## config.mk

```make
export PLATFORM = sky130hd
export DESIGN_NAME = clock_bank_control_regs
export DESIGN_NICKNAME = d
export VERILOG_FILES = /design/src/clock_bank_pkg.sv /design/src/clock_bank_control_regs.sv /design/src/pin_sync.sv
export SDC_FILE = /design/constraint.sdc
export NUM_CORES = 1
export LEC_CHECK = 0
export BUFFER_PORTS_ARGS = -buffer_cell sky130_fd_sc_hd__buf_2
export CAP_MARGIN = 20
export CORE_MARGIN = 8
export CORE_UTILIZATION = 56
export DETAILED_ROUTE_END_ITERATION = 16
export PLACE_DENSITY = 0.8
export SETUP_SLACK_MARGIN = 0.4
export SLEW_MARGIN = 20
export SYNTH_ARGS = -nofsm -noshare
export SYNTH_HDL_FRONTEND = slang
export SYNTH_HIERARCHICAL = 1
export SYNTH_SLANG_ARGS = --single-unit
export TNS_END_PERCENT = 30
```

## constraint.sdc

```tcl
create_clock -name ref_clk -period 3.3 [get_ports ref_clk]
set_clock_uncertainty 0.15 [all_clocks]
set_input_delay 0.33 -clock ref_clk [delete_from_list [all_inputs] [get_ports ref_clk]]
set_output_delay 0.33 -clock ref_clk [all_outputs]
set_load 0.03 [all_outputs]
```

## src/clock_bank_pkg.sv

```systemverilog
package clock_bank_pkg;

  // ****************************************
  // Register indices (block write order)
  // ****************************************
  localparam logic [7:0] OUTPUT_MODE_CONTROL_IDX   = 8'h00;
  localparam logic [7:0] REFERENCE_OUTPUT_GATE_IDX = 8'h01;
  localparam logic [7:0] BANK_CLOCK_GATES_IDX      = 8'h02;
  localparam int         NUM_REGS                  = 3;

  // ****************************************
  // Power-up values
  // ****************************************
  localparam logic [7:0] OUTPUT_MODE_CONTROL_RST   = 8'ha1;
  localparam logic [7:0] REFERENCE_OUTPUT_GATE_RST = 8'hff;
  localparam logic [7:0] BANK_CLOCK_GATES_RST      = 8'hff;

  // ****************************************
  // Field positions, output_mode_control
  // ****************************************
  localparam int NORMAL_NOT_TEST_SELECT_BIT = 7;
  localparam int SPREAD_ON_BIT              = 6;
  localparam int SPREAD_WIDTH_BIT           = 5;
  localparam int FREQ_SELECT_HIGH_BIT       = 4;
  localparam int FREQ_SELECT_LOW_BIT        = 3;
  localparam int PIN_CONTROL_SOURCE_BIT     = 0;

  // ****************************************
  // Field positions, gate registers
  // ****************************************
  localparam int CRYSTAL_COPY_GATE_BIT = 5;
  localparam int NUM_BANK_CLOCKS       = 5;

  // ****************************************
  // Serial protocol
  // ****************************************
  localparam logic [7:0] BLOCK_COMMAND_CODE = 8'h00;
  localparam logic [2:0] PHASE_ADDRESS      = 3'd0;
  localparam logic [2:0] PHASE_COMMAND      = 3'd1;
  localparam logic [2:0] PHASE_COUNT        = 3'd2;
  localparam logic [2:0] PHASE_DATA         = 3'd3;
  localparam logic [2:0] LAST_BIT           = 3'd7;

  // 8-bit write addresses selected by the address straps
  localparam logic [7:0] SLAVE_ADDR_0 = 8'hde;
  localparam logic [7:0] SLAVE_ADDR_1 = 8'hdc;
  localparam logic [7:0] SLAVE_ADDR_2 = 8'hda;
  localparam logic [7:0] SLAVE_ADDR_3 = 8'hd8;
  localparam logic [7:0] SLAVE_ADDR_4 = 8'hd6;
  localparam logic [7:0] SLAVE_ADDR_5 = 8'hd4;
  localparam logic [7:0] SLAVE_ADDR_6 = 8'hd0;
  localparam logic [7:0] SLAVE_ADDR_7 = 8'hd2;

endpackage : clock_bank_pkg

```

## src/clock_bank_control_regs.sv

```systemverilog
`timescale 1ns/1ps
`default_nettype none

// Notes on behaviour
// - Control byte 0 bit 7: one means normal, zero means test mode.
// - Test mode: bank clocks carry input clock over four, crystal copy unchanged.
// - Byte 0 bit 0 chooses pins (1) or byte 0 bits 3,4,6 (0).
// - Control-source bit powers up as 1, so pins steer frequency.
// - Byte 0 bit 4 is frequency MSB, bit 3 LSB, used under register control.
// - Byte 0 bit 6 turns spread on, only under register control.
// - Byte 0 bit 5: one gives 0.5 percent, zero gives 1.0 percent width.
// - Spread off: bit 5 zero picks second PLL, one picks input clock.
// - Spread sweeps downward only, never above resting frequency.
// - Under pin control, spread is on while the spread pin is low.
// - Spread pin pulled up; undriven means spread disabled.
// - Byte 1 bit 5 gates the crystal copy output; powers up enabled.
// - Byte 2 bits 0..4 gate bank clocks 0..4; all power up enabled.
// - Bank enable pin low three-states the bank, asynchronously.
// - Bank enable pin pulled up; undriven keeps outputs active.
// - Block write only, command zero, ascending bytes, MSB first, stop anywhere.
module clock_bank_control_regs
  import clock_bank_pkg::*;
#(
  parameter int NUM_CLOCKS = clock_bank_pkg::NUM_BANK_CLOCKS
) (
  input  wire logic                  ref_clk,
  input  wire logic                  reset,
  input  wire logic                  scl,
  input  wire logic                  sda_in,
  output logic                       sda_out,
  output logic                       sda_oe_n,
  input  wire logic [2:0]            addr_strap,
  input  wire logic                  freq_select_high,
  input  wire logic                  freq_select_low,
  input  wire logic                  spread_pin_n,
  input  wire logic                  bank_enable_pin,
  output logic                       bank_drive_n,
  output logic [2:0]                 bank_multiplier,
  output logic [1:0]                 freq_code,
  output logic                       spread_enable,
  output logic                       spread_half_width,
  output logic                       source_from_input,
  output logic                       source_from_pll2,
  output logic                       test_mode,
  output logic                       test_bank_clk,
  output logic                       crystal_copy_gate,
  output logic [NUM_CLOCKS-1:0]      bank_clock_gate
);

  // ****************************************
  // Types and declarations
  // ****************************************
  typedef enum logic [2:0] {
    ST_IDLE,
    ST_RX,
    ST_ACK_WAIT,
    ST_ACK_HOLD
  } serial_state_t;

  serial_state_t state_reg;
  logic [7:0]    shift_reg;
  logic [2:0]    bit_cnt_reg;
  logic [2:0]    phase_reg;
  logic [7:0]    data_idx_reg;
  logic          ack_ok_reg;
  logic          ack_drive_reg;
  logic [7:0]    own_addr_reg;
  logic          scl_prev_reg;
  logic          sda_prev_reg;

  logic [7:0]    output_mode_control;
  logic [7:0]    reference_output_gate;
  logic [7:0]    bank_clock_gates;
  logic [1:0]    test_div_reg;

  logic [1:0]    line_sync;
  logic [2:0]    ctrl_sync;
  logic [2:0]    strap_s;
  logic          scl_s;
  logic          sda_s;
  logic          fs_high_s;
  logic          fs_low_s;
  logic          spread_pin_n_s;
  logic          start_cond;
  logic          stop_cond;
  logic          scl_rise;
  logic          scl_fall;
  logic [7:0]    byte_in;
  logic          byte_done;

  // ****************************************
  // Strap to slave address decode
  // ****************************************
  function automatic logic [7:0] strap_address(input logic [2:0] strap);
    case (strap)
      3'd0:    strap_address = SLAVE_ADDR_0;
      3'd1:    strap_address = SLAVE_ADDR_1;
      3'd2:    strap_address = SLAVE_ADDR_2;
      3'd3:    strap_address = SLAVE_ADDR_3;
      3'd4:    strap_address = SLAVE_ADDR_4;
      3'd5:    strap_address = SLAVE_ADDR_5;
      3'd6:    strap_address = SLAVE_ADDR_6;
      default: strap_address = SLAVE_ADDR_7;
    endcase
  endfunction : strap_address

  // ****************************************
  // Pin synchronisers
  // ****************************************
  pin_sync #(
    .WIDTH     (2),
    .RESET_VAL (2'b11)
  ) u_line_sync (
    .ref_clk (ref_clk),
    .reset   (reset),
    .pin_in  ({scl, sda_in}),
    .pin_out (line_sync)
  );

  // Spread pin resets high, as its pull-up would hold it
  pin_sync #(
    .WIDTH     (3),
    .RESET_VAL (3'b001)
  ) u_ctrl_sync (
    .ref_clk (ref_clk),
    .reset   (reset),
    .pin_in  ({freq_select_high, freq_select_low, spread_pin_n}),
    .pin_out (ctrl_sync)
  );

  // Straps pulled up, so they read ones until the pins are seen
  pin_sync #(
    .WIDTH     (3),
    .RESET_VAL (3'b111)
  ) u_strap_sync (
    .ref_clk (ref_clk),
    .reset   (reset),
    .pin_in  (addr_strap),
    .pin_out (strap_s)
  );

  assign scl_s          = line_sync[1];
  assign sda_s          = line_sync[0];
  assign fs_high_s      = ctrl_sync[2];
  assign fs_low_s       = ctrl_sync[1];
  assign spread_pin_n_s = ctrl_sync[0];

  // ****************************************
  // Line event detection
  // ****************************************
  always_ff @(posedge ref_clk) begin
    if (reset) begin
      scl_prev_reg <= 1'b1;
      sda_prev_reg <= 1'b1;
    end else begin
      scl_prev_reg <= scl_s;
      sda_prev_reg <= sda_s;
    end
  end

  assign start_cond = scl_s && scl_prev_reg && sda_prev_reg && !sda_s;
  assign stop_cond  = scl_s && scl_prev_reg && !sda_prev_reg && sda_s;
  assign scl_rise   = scl_s && !scl_prev_reg;
  assign scl_fall   = !scl_s && scl_prev_reg;
  assign byte_in    = {shift_reg[6:0], sda_s};
  assign byte_done  = (state_reg == ST_RX) && scl_rise && (bit_cnt_reg == LAST_BIT);

  // Address follows the synchronised straps
  always_ff @(posedge ref_clk) begin
    own_addr_reg <= strap_address(strap_s);
  end

  // ****************************************
  // Serial write engine
  // ****************************************
  always_ff @(posedge ref_clk) begin
    if (reset) begin
      state_reg     <= ST_IDLE;
      shift_reg     <= 8'h00;
      bit_cnt_reg   <= 3'd0;
      phase_reg     <= PHASE_ADDRESS;
      data_idx_reg  <= 8'h00;
      ack_ok_reg    <= 1'b0;
      ack_drive_reg <= 1'b0;
    end else if (start_cond) begin
      state_reg     <= ST_RX;
      bit_cnt_reg   <= 3'd0;
      phase_reg     <= PHASE_ADDRESS;
      data_idx_reg  <= 8'h00;
      ack_drive_reg <= 1'b0;
    end else if (stop_cond) begin
      state_reg     <= ST_IDLE;
      ack_drive_reg <= 1'b0;
    end else begin
      case (state_reg)
        ST_IDLE: begin
          ack_drive_reg <= 1'b0;
        end
        ST_RX: begin
          if (scl_rise) begin
            shift_reg   <= byte_in;
            bit_cnt_reg <= bit_cnt_reg + 3'd1;
            if (bit_cnt_reg == LAST_BIT) begin
              state_reg <= ST_ACK_WAIT;
              case (phase_reg)
                PHASE_ADDRESS: ack_ok_reg <= (byte_in == own_addr_reg);
                PHASE_COMMAND: ack_ok_reg <= (byte_in == BLOCK_COMMAND_CODE);
                default:       ack_ok_reg <= 1'b1;
              endcase
            end
          end
        end
        ST_ACK_WAIT: begin
          if (scl_fall) begin
            if (ack_ok_reg) begin
              ack_drive_reg <= 1'b1;
              state_reg     <= ST_ACK_HOLD;
            end else begin
              state_reg <= ST_IDLE;
            end
          end
        end
        ST_ACK_HOLD: begin
          if (scl_fall) begin
            ack_drive_reg <= 1'b0;
            bit_cnt_reg   <= 3'd0;
            state_reg     <= ST_RX;
            if (phase_reg == PHASE_DATA) begin
              if (data_idx_reg != 8'hff) begin
                data_idx_reg <= data_idx_reg + 8'h01;
              end
            end else begin
              phase_reg <= phase_reg + 3'd1;
            end
          end
        end
        default: begin
          state_reg     <= ST_IDLE;
          ack_drive_reg <= 1'b0;
        end
      endcase
    end
  end

  // Open-drain data line: only ever pulls low
  assign sda_out  = 1'b0;
  assign sda_oe_n = !ack_drive_reg;

  // ****************************************
  // Control registers, written byte by byte
  // ****************************************
  always_ff @(posedge ref_clk) begin
    if (reset) begin
      output_mode_control   <= OUTPUT_MODE_CONTROL_RST;
      reference_output_gate <= REFERENCE_OUTPUT_GATE_RST;
      bank_clock_gates      <= BANK_CLOCK_GATES_RST;
    end else if (byte_done && (phase_reg == PHASE_DATA)) begin
      // Each complete byte commits on its own; bytes past the map are dropped
      case (data_idx_reg)
        OUTPUT_MODE_CONTROL_IDX:   output_mode_control   <= byte_in;
        REFERENCE_OUTPUT_GATE_IDX: reference_output_gate <= byte_in;
        BANK_CLOCK_GATES_IDX:      bank_clock_gates      <= byte_in;
        default: begin
        end
      endcase
    end
  end

  // ****************************************
  // Test-mode divide by four
  // ****************************************
  always_ff @(posedge ref_clk) begin
    if (reset) begin
      test_div_reg <= 2'd0;
    end else begin
      test_div_reg <= test_div_reg + 2'd1;
    end
  end

  // ****************************************
  // Frequency and spread selection
  // ****************************************
  logic       pin_source;
  logic [1:0] freq_code_next;
  logic       spread_next;
  logic       width_bit;

  assign pin_source = output_mode_control[PIN_CONTROL_SOURCE_BIT];
  assign width_bit  = output_mode_control[SPREAD_WIDTH_BIT];

  always_comb begin
    if (pin_source) begin
      freq_code_next = {fs_high_s, fs_low_s};
      spread_next    = !spread_pin_n_s;
    end else begin
      freq_code_next = {output_mode_control[FREQ_SELECT_HIGH_BIT],
                        output_mode_control[FREQ_SELECT_LOW_BIT]};
      spread_next    = output_mode_control[SPREAD_ON_BIT];
    end
  end

  always_ff @(posedge ref_clk) begin
    if (reset) begin
      freq_code         <= 2'b00;
      bank_multiplier   <= 3'd1;
      spread_enable     <= 1'b0;
      spread_half_width <= 1'b1;
      source_from_input <= 1'b0;
      source_from_pll2  <= 1'b0;
    end else begin
      freq_code         <= freq_code_next;
      bank_multiplier   <= {1'b0, freq_code_next} + 3'd1;
      spread_enable     <= spread_next;
      spread_half_width <= width_bit;
      source_from_input <= !spread_next && width_bit;
      source_from_pll2  <= !spread_next && !width_bit;
    end
  end

  // ****************************************
  // Mode and gate outputs
  // ****************************************
  always_ff @(posedge ref_clk) begin
    if (reset) begin
      test_mode         <= 1'b0;
      test_bank_clk     <= 1'b0;
      crystal_copy_gate <= 1'b1;
      bank_clock_gate   <= '1;
    end else begin
      test_mode         <= !output_mode_control[NORMAL_NOT_TEST_SELECT_BIT];
      test_bank_clk     <= test_div_reg[1];
      crystal_copy_gate <= reference_output_gate[CRYSTAL_COPY_GATE_BIT];
      bank_clock_gate   <= bank_clock_gates[NUM_CLOCKS-1:0];
    end
  end

  // Pin acts directly on the drivers, with no clock in the path
  assign bank_drive_n = !bank_enable_pin;

endmodule : clock_bank_control_regs

`default_nettype wire

```

## src/pin_sync.sv

```systemverilog
`timescale 1ns/1ps
`default_nettype none

module pin_sync #(
  parameter int               WIDTH     = 1,
  parameter logic [WIDTH-1:0] RESET_VAL = '1
) (
  input  wire logic             ref_clk,
  input  wire logic             reset,
  input  wire logic [WIDTH-1:0] pin_in,
  output logic      [WIDTH-1:0] pin_out
);

  // ****************************************
  // Two-stage synchroniser
  // ****************************************
  logic [WIDTH-1:0] meta_reg;

  always_ff @(posedge ref_clk) begin
    if (reset) begin
      meta_reg <= RESET_VAL;
      pin_out  <= RESET_VAL;
    end else begin
      meta_reg <= pin_in;
      pin_out  <= meta_reg;
    end
  end

endmodule : pin_sync

`default_nettype wire

```

Word-level counts from Yosys, hierarchy flattened --
Cells that the tools add are included.
Word-level totals: flip-flop bits (word level) 90, input bits 11, output and inout port bits 20, word-level logic and storage cells 127
Cells by class: $add $sub $neg 5, eq/ne operators 26, mux-type cells 19, bitwise gates (word level) 5, reduce and logical (&&, ||, !) cells 41
Operator list (count):
- $pmux W4 S7 | 1
- $reduce_and A5 Y1 | 4
- $mux W3 | 6
- $logic_not A8 Y1 | 2
- $reduce_and A4 Y1 | 4
- $eq A3 B2 Y1 const B | 5
- $eq A3 B3 Y1 const B | 4
- $logic_and A1 B1 Y1 | 12
- $ne A4 B4 Y1 const B | 3
- $pmux W3 S4 | 1
- $logic_not A1 Y1 | 10
- $eq A3 B1 Y1 const B | 3
- $logic_not A3 Y1 | 3
- $add A8 B1 Y8 const B | 1
- $eq A8 B1 Y1 const B | 1
- $eq A8 B2 Y1 const B | 1
- $eq A8 B8 Y1 | 1
- $ne A2 B2 Y1 const B | 4
- $ne A8 B8 Y1 const B | 1
- $add A3 B1 Y3 const B | 2
- $mux W1 | 6
- $pmux W3 S2 | 1
- $reduce_and A2 Y1 | 3
- $not A1 Y1 | 5
- other kinds (11) | 12

Longest topological paths before layout --
Gate-level depths: netlist (run 1).
depth in word-level cells 6, mapped depth 7, depth with buffers taken out 6

Hierarchy --
The synthesis (run 1) kept the hierarchy.
By module, submodules not included:
- clock_bank_control_regs | times used 1, cells an instance 273, area an instance 2581.2 µm², seq. area each 1221.2 µm²
- pin_sync at u_ctrl_sync ... | times used 2, cells an instance 12, area an instance 157.7 µm², seq. area each 120.1 µm²
- pin_sync at u_line_sync | times used 1, cells an instance 8, area an instance 105.1 µm², seq. area each 80.1 µm²

Worst setup path before layout (run 1) --
OpenSTA, ideal clock, no wires.
path kind reg2reg, from reg phase_reg[0], to reg data_idx_reg[4], setup time 128 ps, data arrival time 1472 ps, required time 3022 ps, slack 1551 ps, cell stages (with the launch flop) 8, buffers on the path 1, period minus slack after synthesis 1749 ps, cell sequence dfxtp_1 -> ha_1 -> ha_1 -> clkbuf_1 -> nand2_1 -> nor3_1 -> mux2i_1 -> nor2_1
Between the ends: longest elaborated chain between the ends 2
Ends and longest elaborated chain:
- start, declared | RTL line clock_bank_control_regs.sv:63 | logic [2:0] phase_reg;
- start signal, assigned | RTL line clock_bank_control_regs.sv:233 | phase_reg <= phase_reg + 3'd1;
- $eq A3 B2 Y1 | RTL line clock_bank_control_regs.sv:228 | if (phase_reg == PHASE_DATA) begin
- $reduce_and A5 Y1 (no line)
- end signal, assigned | RTL line clock_bank_control_regs.sv:230 | data_idx_reg <= data_idx_reg + 8'h01;
- end, declared | RTL line clock_bank_control_regs.sv:64 | logic [7:0] data_idx_reg;
No other way between the ends. A chain may end at the register's enable or synchronous reset.

Worst setup path after layout (run 1) --
from reg phase_reg[0], to reg output_mode_control[0]
Between the ends: longest elaborated chain between the ends 3
Ends and longest elaborated chain:
- $eq A3 B2 Y1 | RTL line clock_bank_control_regs.sv:257 | end else if (byte_done && (phase_reg == PHASE_DATA)) begin
- $logic_and A1 B1 Y1 | RTL line clock_bank_control_regs.sv:257
- $reduce_and A2 Y1 (no line)
- end signal, assigned | RTL line clock_bank_control_regs.sv:260 | OUTPUT_MODE_CONTROL_IDX: output_mode_control <= byte_in;
- end, declared | RTL line clock_bank_control_regs.sv:71 | logic [7:0] output_mode_control;
No other way between the ends.

==> results.json, run 1 <==
{
  "critical-path-max-stage-delay_ps": 440,
  "drtAntennaViolNets": 0,
  "netlist_area_mm2": 0.00300,
  "drtIter0Drc": 89,
  "cts_resized": 0,
  "grtUsageTotal": 0.144,
  "slew_viol_final": 0,
  "pwr-share-clk": 0.398,
  "start_kind": "register",
  "fin_crit_sh": 0.662,
  "finalSetupViolations": 0,
  "start_util": 0.584,
  "hold_viol": 0,
  "crit_fanout": 12,
  "fin_tns_setup_ps": 0,
  "htree_levels": 3,
  "critPathMostFrequentCell": "ha_1",
  "p_leak_nw": 1.38,
  "grt_pass1_wl_mm": 8.80,
  "synthTopCellsByArea": "dfxtp_1 51%, ha_1 4.6%, nor2_1 4.5%",
  "grt_max_degree": 41,
  "finalWeightedCongestion": 0.857,
  "path_clk_slew_ps": 80,
  "yosysWarnings": 6,
  "dr.pass1.iters": 4,
  "power.switching_mw": 0.379,
  "drive_gt1_frac": 0.173,
  "cts_root_buffer": "clkbuf_8",
  "wl_mm": 5.25,
  "synth_top_area_frac": 0.514,
  "timing.hold.ws_ps": 12.6,
  "placed_area_mm2": 0.00316,
  "fin_area_mm2": 0.00340,
  "seq_area_frac_synth": 0.514,
  "die_h_um": 89.2,
  "fillers": 416,
  "dp_hpwl_mm": 3.66,
  "outcome": "completed",
  "port-buffer-count": 29,
  "num_rows": 26,
  "power.internal_mw": 1.32,
  "worstMarginPinSlew_ps": 747,
  "drv_cap": 0,
  "gr-usage-met2": 0.228,
  "gr-usage-met1": 0.172,
  "power_frac_comb": 0.038,
  "synth_async_sr_flop_share": 0,
  "ioPinCount": 31,
  "top_usage_layer": "met2",
  "cp-end-kind": "register",
  "p_seq_frac": 0.563,
  "powerDensity_mw_per_mm2": 499,
  "grt_pass1_vias": 2022,
  "grt_overflow": 0,
  "cts.sinks": 77,
  "nNetsFinal": 360,
  "ir_worst_vdd_mv": 0.321,
  "cts_max_path_buffers": 2,
  "dieWidth_um": 89.2,
  "cts_buffers": 9,
  "syn_area_per_cell_um2": 9.84,
  "fmax_ghz": 0.457,
  "synthToLayoutAreaGrowth_pct": 13.3,
  "critical_path_class": "register to register",
  "synthFlopType": "dfxtp_1",
  "via_per_inst": 5.15,
  "coreArea_mm2": 0.00514,
  "synth_fp_nets": 327,
  "finalCriticalPeriod_ps": 2190,
  "hold_path.class": "input port to register",
  "routedWlPerCell_um": 12.7,
  "use_met3": 0.0414,
  "max-slew-margin-rel": 0.502,
  "synth-edff-count": 0,
  "required_ps": 3390,
  "vias": 2122,
  "yosysMostFrequentCell": "dfxtp_1",
  "ys_types": 49,
  "post_synth_inst_count": 305,
  "cp_cell_sequence": "ha_1 -> ha_1 -> and4bb_2 -> nand4_4 -> a211o_1",
  "largest_reg_flops": 8,
  "post-route-util": 0.662,
  "worstPathArrival_ps": 2280,
  "yosysTopAreaCell": "dfxtp_1",
  "ys_seq_elements": 77,
  "drcViolationCount": 0,
  "netlist_top_cells_count": "77 x dfxtp_1, 36 x nor2_1, 20 x inv_1, 19 x nand2_1, 14 x a21oi_1",
  "antenna_found_initial": 0,
  "die_area_mm2": 0.00796,
  "crit_path_top_delay_cell": "ha_1",
  "cts_tree": "done",
  "swShare": 0.223,
  "clock_latency_ps": 350,
  "rsz0062_at_grt": "no",
  "num_antenna_cells": 0
}
==> critical path, delay by kind of cell, from the launching register on <==
family                     cells  cell delay (ps)
DFF                            1              400
AOI/OAI and AO/OA              1              350
and+or+nand+nor                2              530
adders and majority gates      2              640
==> through the flow <==
stage          setup slack, ps  power [mW]  cells
5_1_grt                    950        1.78    412
4_1_cts                   1130        1.71    412
3_5_place_dp              1140        1.04    392
6_report                  1110        1.70    412
2_1_floorplan             1550        1.02    305
3_3_place_gp              1190        1.04    392
==> repair_timing <==
| action | 4_1_cts | 5_1_grt |
|---|---|---|
| hold buffers | 5 | 0 |
| setup buffers | 0 | 0 |
| hold endpoints to repair | 5 | 0 |
==> power by group through the flow <==
stage / clock, mW / combinational, mW / sequential (mW)
after floorplan: 0 / 0.0384 / 0.981
after global placement: 0 / 0.0602 / 0.976
after detailed placement: 0 / 0.0613 / 0.978
after CTS: 0.693 / 0.0658 / 0.956
after global routing: 0.750 / 0.0721 / 0.958
final: 0.676 / 0.0653 / 0.956
==> final timing paths <==
path                                            from                                  end  slack, ps  cells past startpoint
setup / recovery           phase_reg[0]$_SDFFE_PP0P_  output_mode_control[0]$_SDFFE_PP1P_       1110                      5
hold / removal                          spread_pin_n   u_ctrl_sync/meta_reg[0]$_SDFF_PP1_         10                      2
setup reg to reg           phase_reg[0]$_SDFFE_PP0P_  output_mode_control[0]$_SDFFE_PP1P_       1110                      5
hold reg to reg   u_strap_sync/pin_out[2]$_SDFF_PP1_              own_addr_reg[3]$_DFF_P_        230                      1
==> cell type report <==
class                   instances  area (um^2)  area share
well taps                      70         87.6      0.0258
clock buffers                   9          124      0.0364
repair buffers                 35          203      0.0596
inverters                      21         78.8      0.0232
flip-flops and latches         77         1540       0.453
multi-input cells             194         1300       0.383
clock inverters                 6         63.8      0.0188
==> cell families after synthesis <==
family / after synthesis / synth area share
AO/OA/AOI/OAI: 41 / 0.0930
AND/OR/NAND/NOR: 120 / 0.227
flip-flops: 77 / 0.514
multiplexers: 13 / 0.0438
XOR/XNOR: 8 / 0.0233
other: 1 / 0.00125
adder cells (fa/ha/maj): 11 / 0.0459
buffers and inverters: 34 / 0.0525
==> routing by layer <==
metal	vias to the layer above	part of all wire
met5	-	0
met4	0	0.026
met3	10	0.044
met2	42	0.47
met1	973	0.46
li1	1097	-
==> placed cells by master, fill, tap and decap left out, types with 7 or more instances in the layout <==
master,n
ha_1,11
buf_2,29
mux2i_1,12
nand2_1,19
clkbuf_8,9
or2_1,12
xnor2_1,7
nor2b_1,10
nor3_1,8
a21oi_1,14
o21ai_0,7
inv_1,20
dfxtp_1,77
or2_2,7
nor2_1,36
No activity file was read; power rests on OpenSTA's default activity.
==> run 2: changes to the inputs <==
ABC_AREA = 1   (was default)
clock period = 2.2 ns   (was 3.3 ns; I/O delays follow)
==> results.json, run 2 <==
{
  "grtUsageTotal": 0.159,
  "max-slew-margin-rel": 0.547,
  "cts_buffers": 9,
  "synth-compound-area-share": 0.0812,
  "finalCriticalPeriod_ps": 1650,
  "ioPinCount": 31,
  "drtAntennaViolNets": 0,
  "dieWidth_um": 89.4,
  "cts_max_path_buffers": 2,
  "drv_cap": 0,
  "ir_worst_vdd_mv": 0.545,
  "cp-end-kind": "register",
  "drcViolationCount": 0,
  "die_area_mm2": 0.00800,
  "synthTopCellsByArea": "dfxtp_1 51%, nand2_1 10%, inv_1 7.0%",
  "dr.pass1.iters": 5,
  "finalSetupViolations": 0,
  "power.switching_mw": 0.641,
  "hold_depth": 2,
  "vias": 2429,
  "seq_area_frac_synth": 0.510,
  "reg2reg_to": "data_idx_reg[5]$_SDFFE_PP0P_",
  "layout_common_cells": "84 x nand2_1, 74 x dfxtp_1, 56 x inv_1",
  "start_util": 0.584,
  "cts_tree": "done",
  "antenna_found_initial": 0,
  "crit_start": "phase_reg[0]$_SDFFE_PP0P_",
  "synth_top_family_by_area": "simple AND/OR/NAND/NOR gates",
  "via_per_inst": 4.87,
  "fmax_ghz": 0.606,
  "hold_path.class": "input port to register",
  "ys_types": 28,
  "synth_fp_nets": 400,
  "dp_hpwl_mm": 3.86,
  "power_frac_comb": 0.058,
  "synthSimpleGateAreaFrac": 0.250,
  "required_ps": 2340,
  "synth_xor_area_frac": 0.0203,
  "regToRegSetupSlack_ps": 550,
  "synthToLayoutAreaGrowth_pct": 17.9,
  "synth-edff-count": 0,
  "rsz0062_at_grt": "no",
  "grt_pass1_vias": 2265,
  "placed_area_mm2": 0.00322,
  "num_antenna_cells": 0,
  "port-buffer-count": 29,
  "fin_area_mm2": 0.00356,
  "reg2reg_from": "phase_reg[0]$_SDFFE_PP0P_",
  "synth_top_area_frac": 0.510,
  "netlist_area_mm2": 0.00302,
  "drtIter0Drc": 145,
  "finalWeightedCongestion": 0.819,
  "min_to": "test_mode$_SDFF_PP0_",
  "routedWlPerCell_um": 11.7,
  "coreArea_mm2": 0.00517,
  "p_leak_nw": 1.72,
  "post_synth_inst_count": 378,
  "synthMuxAreaShare": 0,
  "yosysMostFrequentCell": "nand2_1",
  "hold_viol": 0,
  "cts_root_buffer": "clkbuf_8",
  "p_seq_frac": 0.517,
  "nNetsFinal": 446,
  "final_common_cell": "nand2_1",
  "grt_overflow": 0,
  "worstMarginPinSlew_ps": 679,
  "htree_levels": 3,
  "wl_mm": 5.86,
  "syn_area_per_cell_um2": 7.99,
  "die_h_um": 89.4,
  "netlist_top_cells_count": "83 x nand2_1, 77 x dfxtp_1, 56 x inv_1, 30 x nor2_1, 27 x a21oi_1",
  "cts.sinks": 77,
  "crit_fanout": 7,
  "powerDensity_mw_per_mm2": 787,
  "slew_viol_final": 0,
  "critical_path_class": "register to register",
  "ys_seq_elements": 77,
  "worstPathArrival_ps": 1790,
  "path_clk_slew_ps": 80,
  "fin_tns_setup_ps": 0,
  "grt_pass1_wl_mm": 9.61,
  "outcome": "completed",
  "fin_crit_sh": 0.751,
  "clock_latency_ps": 350,
  "synth_async_sr_flop_share": 0,
  "num_rows": 26,
  "rr_worst_depth": 8,
  "start_kind": "register",
  "min_from": "reset",
  "largest_reg_flops": 8,
  "power.internal_mw": 2.16,
  "synthFlopType": "dfxtp_1",
  "synth-adder-area-share": 0.0456,
  "pwr-share-clk": 0.425,
  "yosysTopAreaCell": "dfxtp_1",
  "grt_max_degree": 30,
  "drive_gt1_frac": 0.177,
  "swShare": 0.229,
  "fillers": 411,
  "yosysWarnings": 6
}
## run 2: changes by cell type after synthesis, sizes merged, moves of 5 or more
cell	delta
nor2b	-10
a21oi	+13
mux2i	-12
xnor2	-5
inv	+43
nand3	+20
nand2	+69
o21ai	+5
or2	-11
buf	-6
## run 2: cells by family (layout without fill, tap and decap cells)
family                     after synthesis  count (layout)
adders and majority gates               11              11
DFF                                     77              77
other                                    1               1
xor gates and xnor gates                 7               7
buffers and inverters                   70             120
and+or+nand+nor                        167             168
AOI/OAI and AO/OA                       45              45
## run 2: timing repair
action	in CTS	in global routing
resized for setup	0	4
endpoints found under the setup margin	0	13
buffers inserted	0	3
endpoints found under the hold margin	8	0
hold buffers	8	0
## run 2: worst max path at each step
stage               slack, ps                             endpoint
finish                    550         data_idx_reg[5]$_SDFFE_PP0P_
global route              390         data_idx_reg[4]$_SDFFE_PP0P_
CTS                       470  output_mode_control[7]$_SDFFE_PP1P_
detailed placement        490         data_idx_reg[3]$_SDFFE_PP0P_
global placement          540         data_idx_reg[5]$_SDFFE_PP0P_
floorplan                 650         data_idx_reg[5]$_SDFFE_PP0P_
## run 2: cell type report
type                    instances  area (um^2)  share of cell area
flip-flops and latches         77         1550               0.434
clock inverters                 5         82.6              0.0232
repair buffers                 41          255              0.0717
multi-input cells             232         1210               0.341
clock buffers                  11          141              0.0397
well taps                      70         87.6              0.0246
inverters                      63          236              0.0664
## run 2: metrics by stage
| step | util | worst slack [ps] | total power, mW | cells | hold slack, ps |
|---|---|---|---|---|---|
| global placement | 0.623 | 539 | 1.63 | 471 | 210 |
| finish | 0.689 | 549 | 2.80 | 499 | 163 |
| floorplan | - | 649 | 1.59 | 378 | 141 |
| CTS | 0.682 | 472 | 2.82 | 495 | 164 |
| detailed placement | 0.623 | 487 | 1.63 | 471 | 210 |
| global route | 0.689 | 390 | 2.92 | 499 | 184 |
## run 2: routing by layer
metal	vias to the layer above	global-route usage	wire (um)
li1	1276	-	-
met1	1083	0.174	2580
met2	60	0.267	2860
met3	10	0.0561	335
met4	0	0.0740	90
met5	-	0	0
## run 2: worst max-delay path, cell delays in order (launching register included)
cell and delay (ps):
dfxtp_2 370, ha_1 170, ha_1 140, inv_1 110, nor3_4 200, nand2_2 140
inv_2 130, nand2_1 70, a21oi_1 130
## run 2: power groups by stage
stage / Combinational (mW) / Sequential (mW) / Clock (mW)
floorplan: 0.104 / 1.49 / 0
global placement: 0.146 / 1.48 / 0
detailed placement: 0.150 / 1.48 / 0
CTS: 0.162 / 1.45 / 1.21
global route: 0.187 / 1.45 / 1.28
finish: 0.163 / 1.45 / 1.19
==> run 3: changes to the inputs <==
ABC_AREA = 0   (was 1)
CORE_UTILIZATION = 52   (was 56)
PLACE_DENSITY = 0.79   (was 0.8)
clock period = 1.46 ns   (was 2.2 ns; I/O delays follow)
==> results.json, run 3 (synthesis results as in run 1) <==
{
  "outcome": "finished, violations left",
  "violations": "setup timing",
  "rr_worst_depth": 6,
  "nNetsFinal": 409,
  "drive_gt1_frac": 0.452,
  "clock_latency_ps": 350,
  "rsz0062_at_grt": "yes",
  "grt_pass1_wl_mm": 11.3,
  "ioPinCount": 31,
  "met1_length_mm": 3.06,
  "routedWlPerCell_um": 15.7,
  "layout_common_cells": "44 x dfxtp_1, 31 x nor2_1, 30 x dfxtp_2, 30 x buf_4, 29 x buf_6",
  "hold_depth": 4,
  "regToRegSetupSlack_ps": -160,
  "p_leak_nw": 1.72,
  "crit_fanout": 5,
  "required_ps": 1550,
  "fin_cells": 464,
  "grt_pass1_vias": 2398,
  "cts_buffers": 9,
  "final_common_cell": "dfxtp_1",
  "setup_slack_ps": -162,
  "drtAntennaViolNets": 0,
  "htree_levels": 3,
  "reg2reg_from": "phase_reg[1]$_SDFFE_PP0P_",
  "cts_root_buffer": "clkbuf_8",
  "critPathMostFrequentCell": "ha_4",
  "multi_input_area_mm2": 0.00154,
  "drcViolationCount": 0,
  "cts.sinks": 77,
  "dr_wl_met2_mm": 3.68,
  "seq_area_mm2": 0.00159,
  "wl_mm": 7.27,
  "hold_viol": 0,
  "finalWeightedCongestion": 0.865,
  "vias": 2462,
  "coreArea_mm2": 0.00554,
  "cp-end-kind": "register",
  "die_h_um": 92.0,
  "largest_reg_flops": 8,
  "finalSetupViolations": 22,
  "dr.pass1.iters": 5,
  "ir_worst_vdd_mv": 0.748,
  "fin_crit_sh": 1.11,
  "critical_path_class": "register to register",
  "critical-path-max-stage-delay_ps": 340,
  "die_area_mm2": 0.00846,
  "reg2reg_to": "bank_clock_gates[4]$_SDFFE_PP1P_",
  "port-buffer-count": 29,
  "fillers": 342,
  "antenna_found_initial": 0,
  "drv_cap": 0,
  "start_kind": "register",
  "routed.top_layer": "met4",
  "grt_overflow": 0,
  "slew_viol_final": 0,
  "wl_met3_um": 375,
  "num_rows": 27,
  "p_total_mw": 3.97,
  "synthToLayoutAreaGrowth_pct": 42.2,
  "finalCriticalPeriod_ps": 1620,
  "grtUsageTotal": 0.168,
  "worstPathArrival_ps": 1720,
  "num_antenna_cells": 0,
  "dp_hpwl_mm": 4.34,
  "crit_path_top_delay_cell": "dfxtp_2",
  "hold_path.class": "input port to register",
  "min_from": "reset",
  "via_per_inst": 5.31,
  "drtIter0Drc": 181,
  "dieWidth_um": 92.0,
  "dp.cells": 430,
  "start_util": 0.542,
  "cp_cell_sequence": "ha_4 -> ha_4 -> and4bb_2 -> nand4_4 -> nor2_2 -> a211o_1",
  "min_to": "scl_prev_reg$_SDFF_PP1_",
  "cts_max_path_buffers": 2,
  "powerDensity_mw_per_mm2": 931,
  "cts_tree": "done",
  "fmax_ghz": 0.616,
  "grt_max_degree": 19,
  "path_clk_slew_ps": 80
}
==> run 3: where the power goes <==
group	total [mW]	internal (mW)	switching, mW	leakage, nW
registers	2.16	2.14	0.0204	0.633
clock network	1.62	0.804	0.811	0.0971
logic	0.200	0.0980	0.102	0.987
==> run 3: final cells by class <==
type | count | area share
sequential | 77 | 0.373
multi-input combinational | 196 | 0.361
timing repair buffer | 82 | 0.180
clock buffer | 10 | 0.0299
tap | 72 | 0.0211
inverter | 21 | 0.0185
clock inverter | 6 | 0.0170
==> run 3: per-layer routing <==
metal,up-vias,global-route usage
li1,1201,-
met1,1172,0.193
met2,75,0.280
met3,14,0.0481
met4,0,0.0805
met5,-,0
==> run 3: worst max-delay path, delay by kind of cell (launching register included) <==
kind	cells	cell delay, ps
adder cells (fa/ha/maj)	2	320
AND/OR/NAND/NOR	3	430
flip-flops	1	340
AO/OA/AOI/OAI	1	270
==> run 3: metrics by stage <==
| stage | setup slack, ps | hold WS, ps | util | cell area [um^2] | TNS (ps) |
|---|---|---|---|---|---|
| final | -162 | 113 | 0.770 | 4270 | -1790 |
| after detailed placement | -149 | 176 | 0.634 | 3510 | -2170 |
| after CTS | -130 | 84.7 | 0.748 | 4140 | -1210 |
| after floorplan | -97.1 | 67.6 | - | 3070 | -555 |
| after global placement | -109 | 171 | 0.634 | 3510 | -1090 |
| after global routing | -242 | 126 | 0.770 | 4270 | -3340 |
==> run 3: worst max-delay path by stage <==
stage | from | to | slack (ps)
finish | phase_reg[1]$_SDFFE_PP0P_ | bank_clock_gates[4]$_SDFFE_PP1P_ | -160
global route | phase_reg[1]$_SDFFE_PP0P_ | bank_clock_gates[2]$_SDFFE_PP1P_ | -240
CTS | phase_reg[1]$_SDFFE_PP0P_ | output_mode_control[0]$_SDFFE_PP1P_ | -130
detailed placement | phase_reg[1]$_SDFFE_PP0P_ | data_idx_reg[5]$_SDFFE_PP0P_ | -150
global placement | phase_reg[1]$_SDFFE_PP0P_ | output_mode_control[0]$_SDFFE_PP1P_ | -110
floorplan | phase_reg[0]$_SDFFE_PP0P_ | output_mode_control[0]$_SDFFE_PP1P_ | -100
==> run 3: what timing repair did <==
item	CTS	global route
endpoints found under the hold margin	11	0
resized for setup	93	27
buffers inserted	4	2
endpoints found under the setup margin	61	64
pin swaps	22	10
hold buffers	9	0
gates cloned	2	1
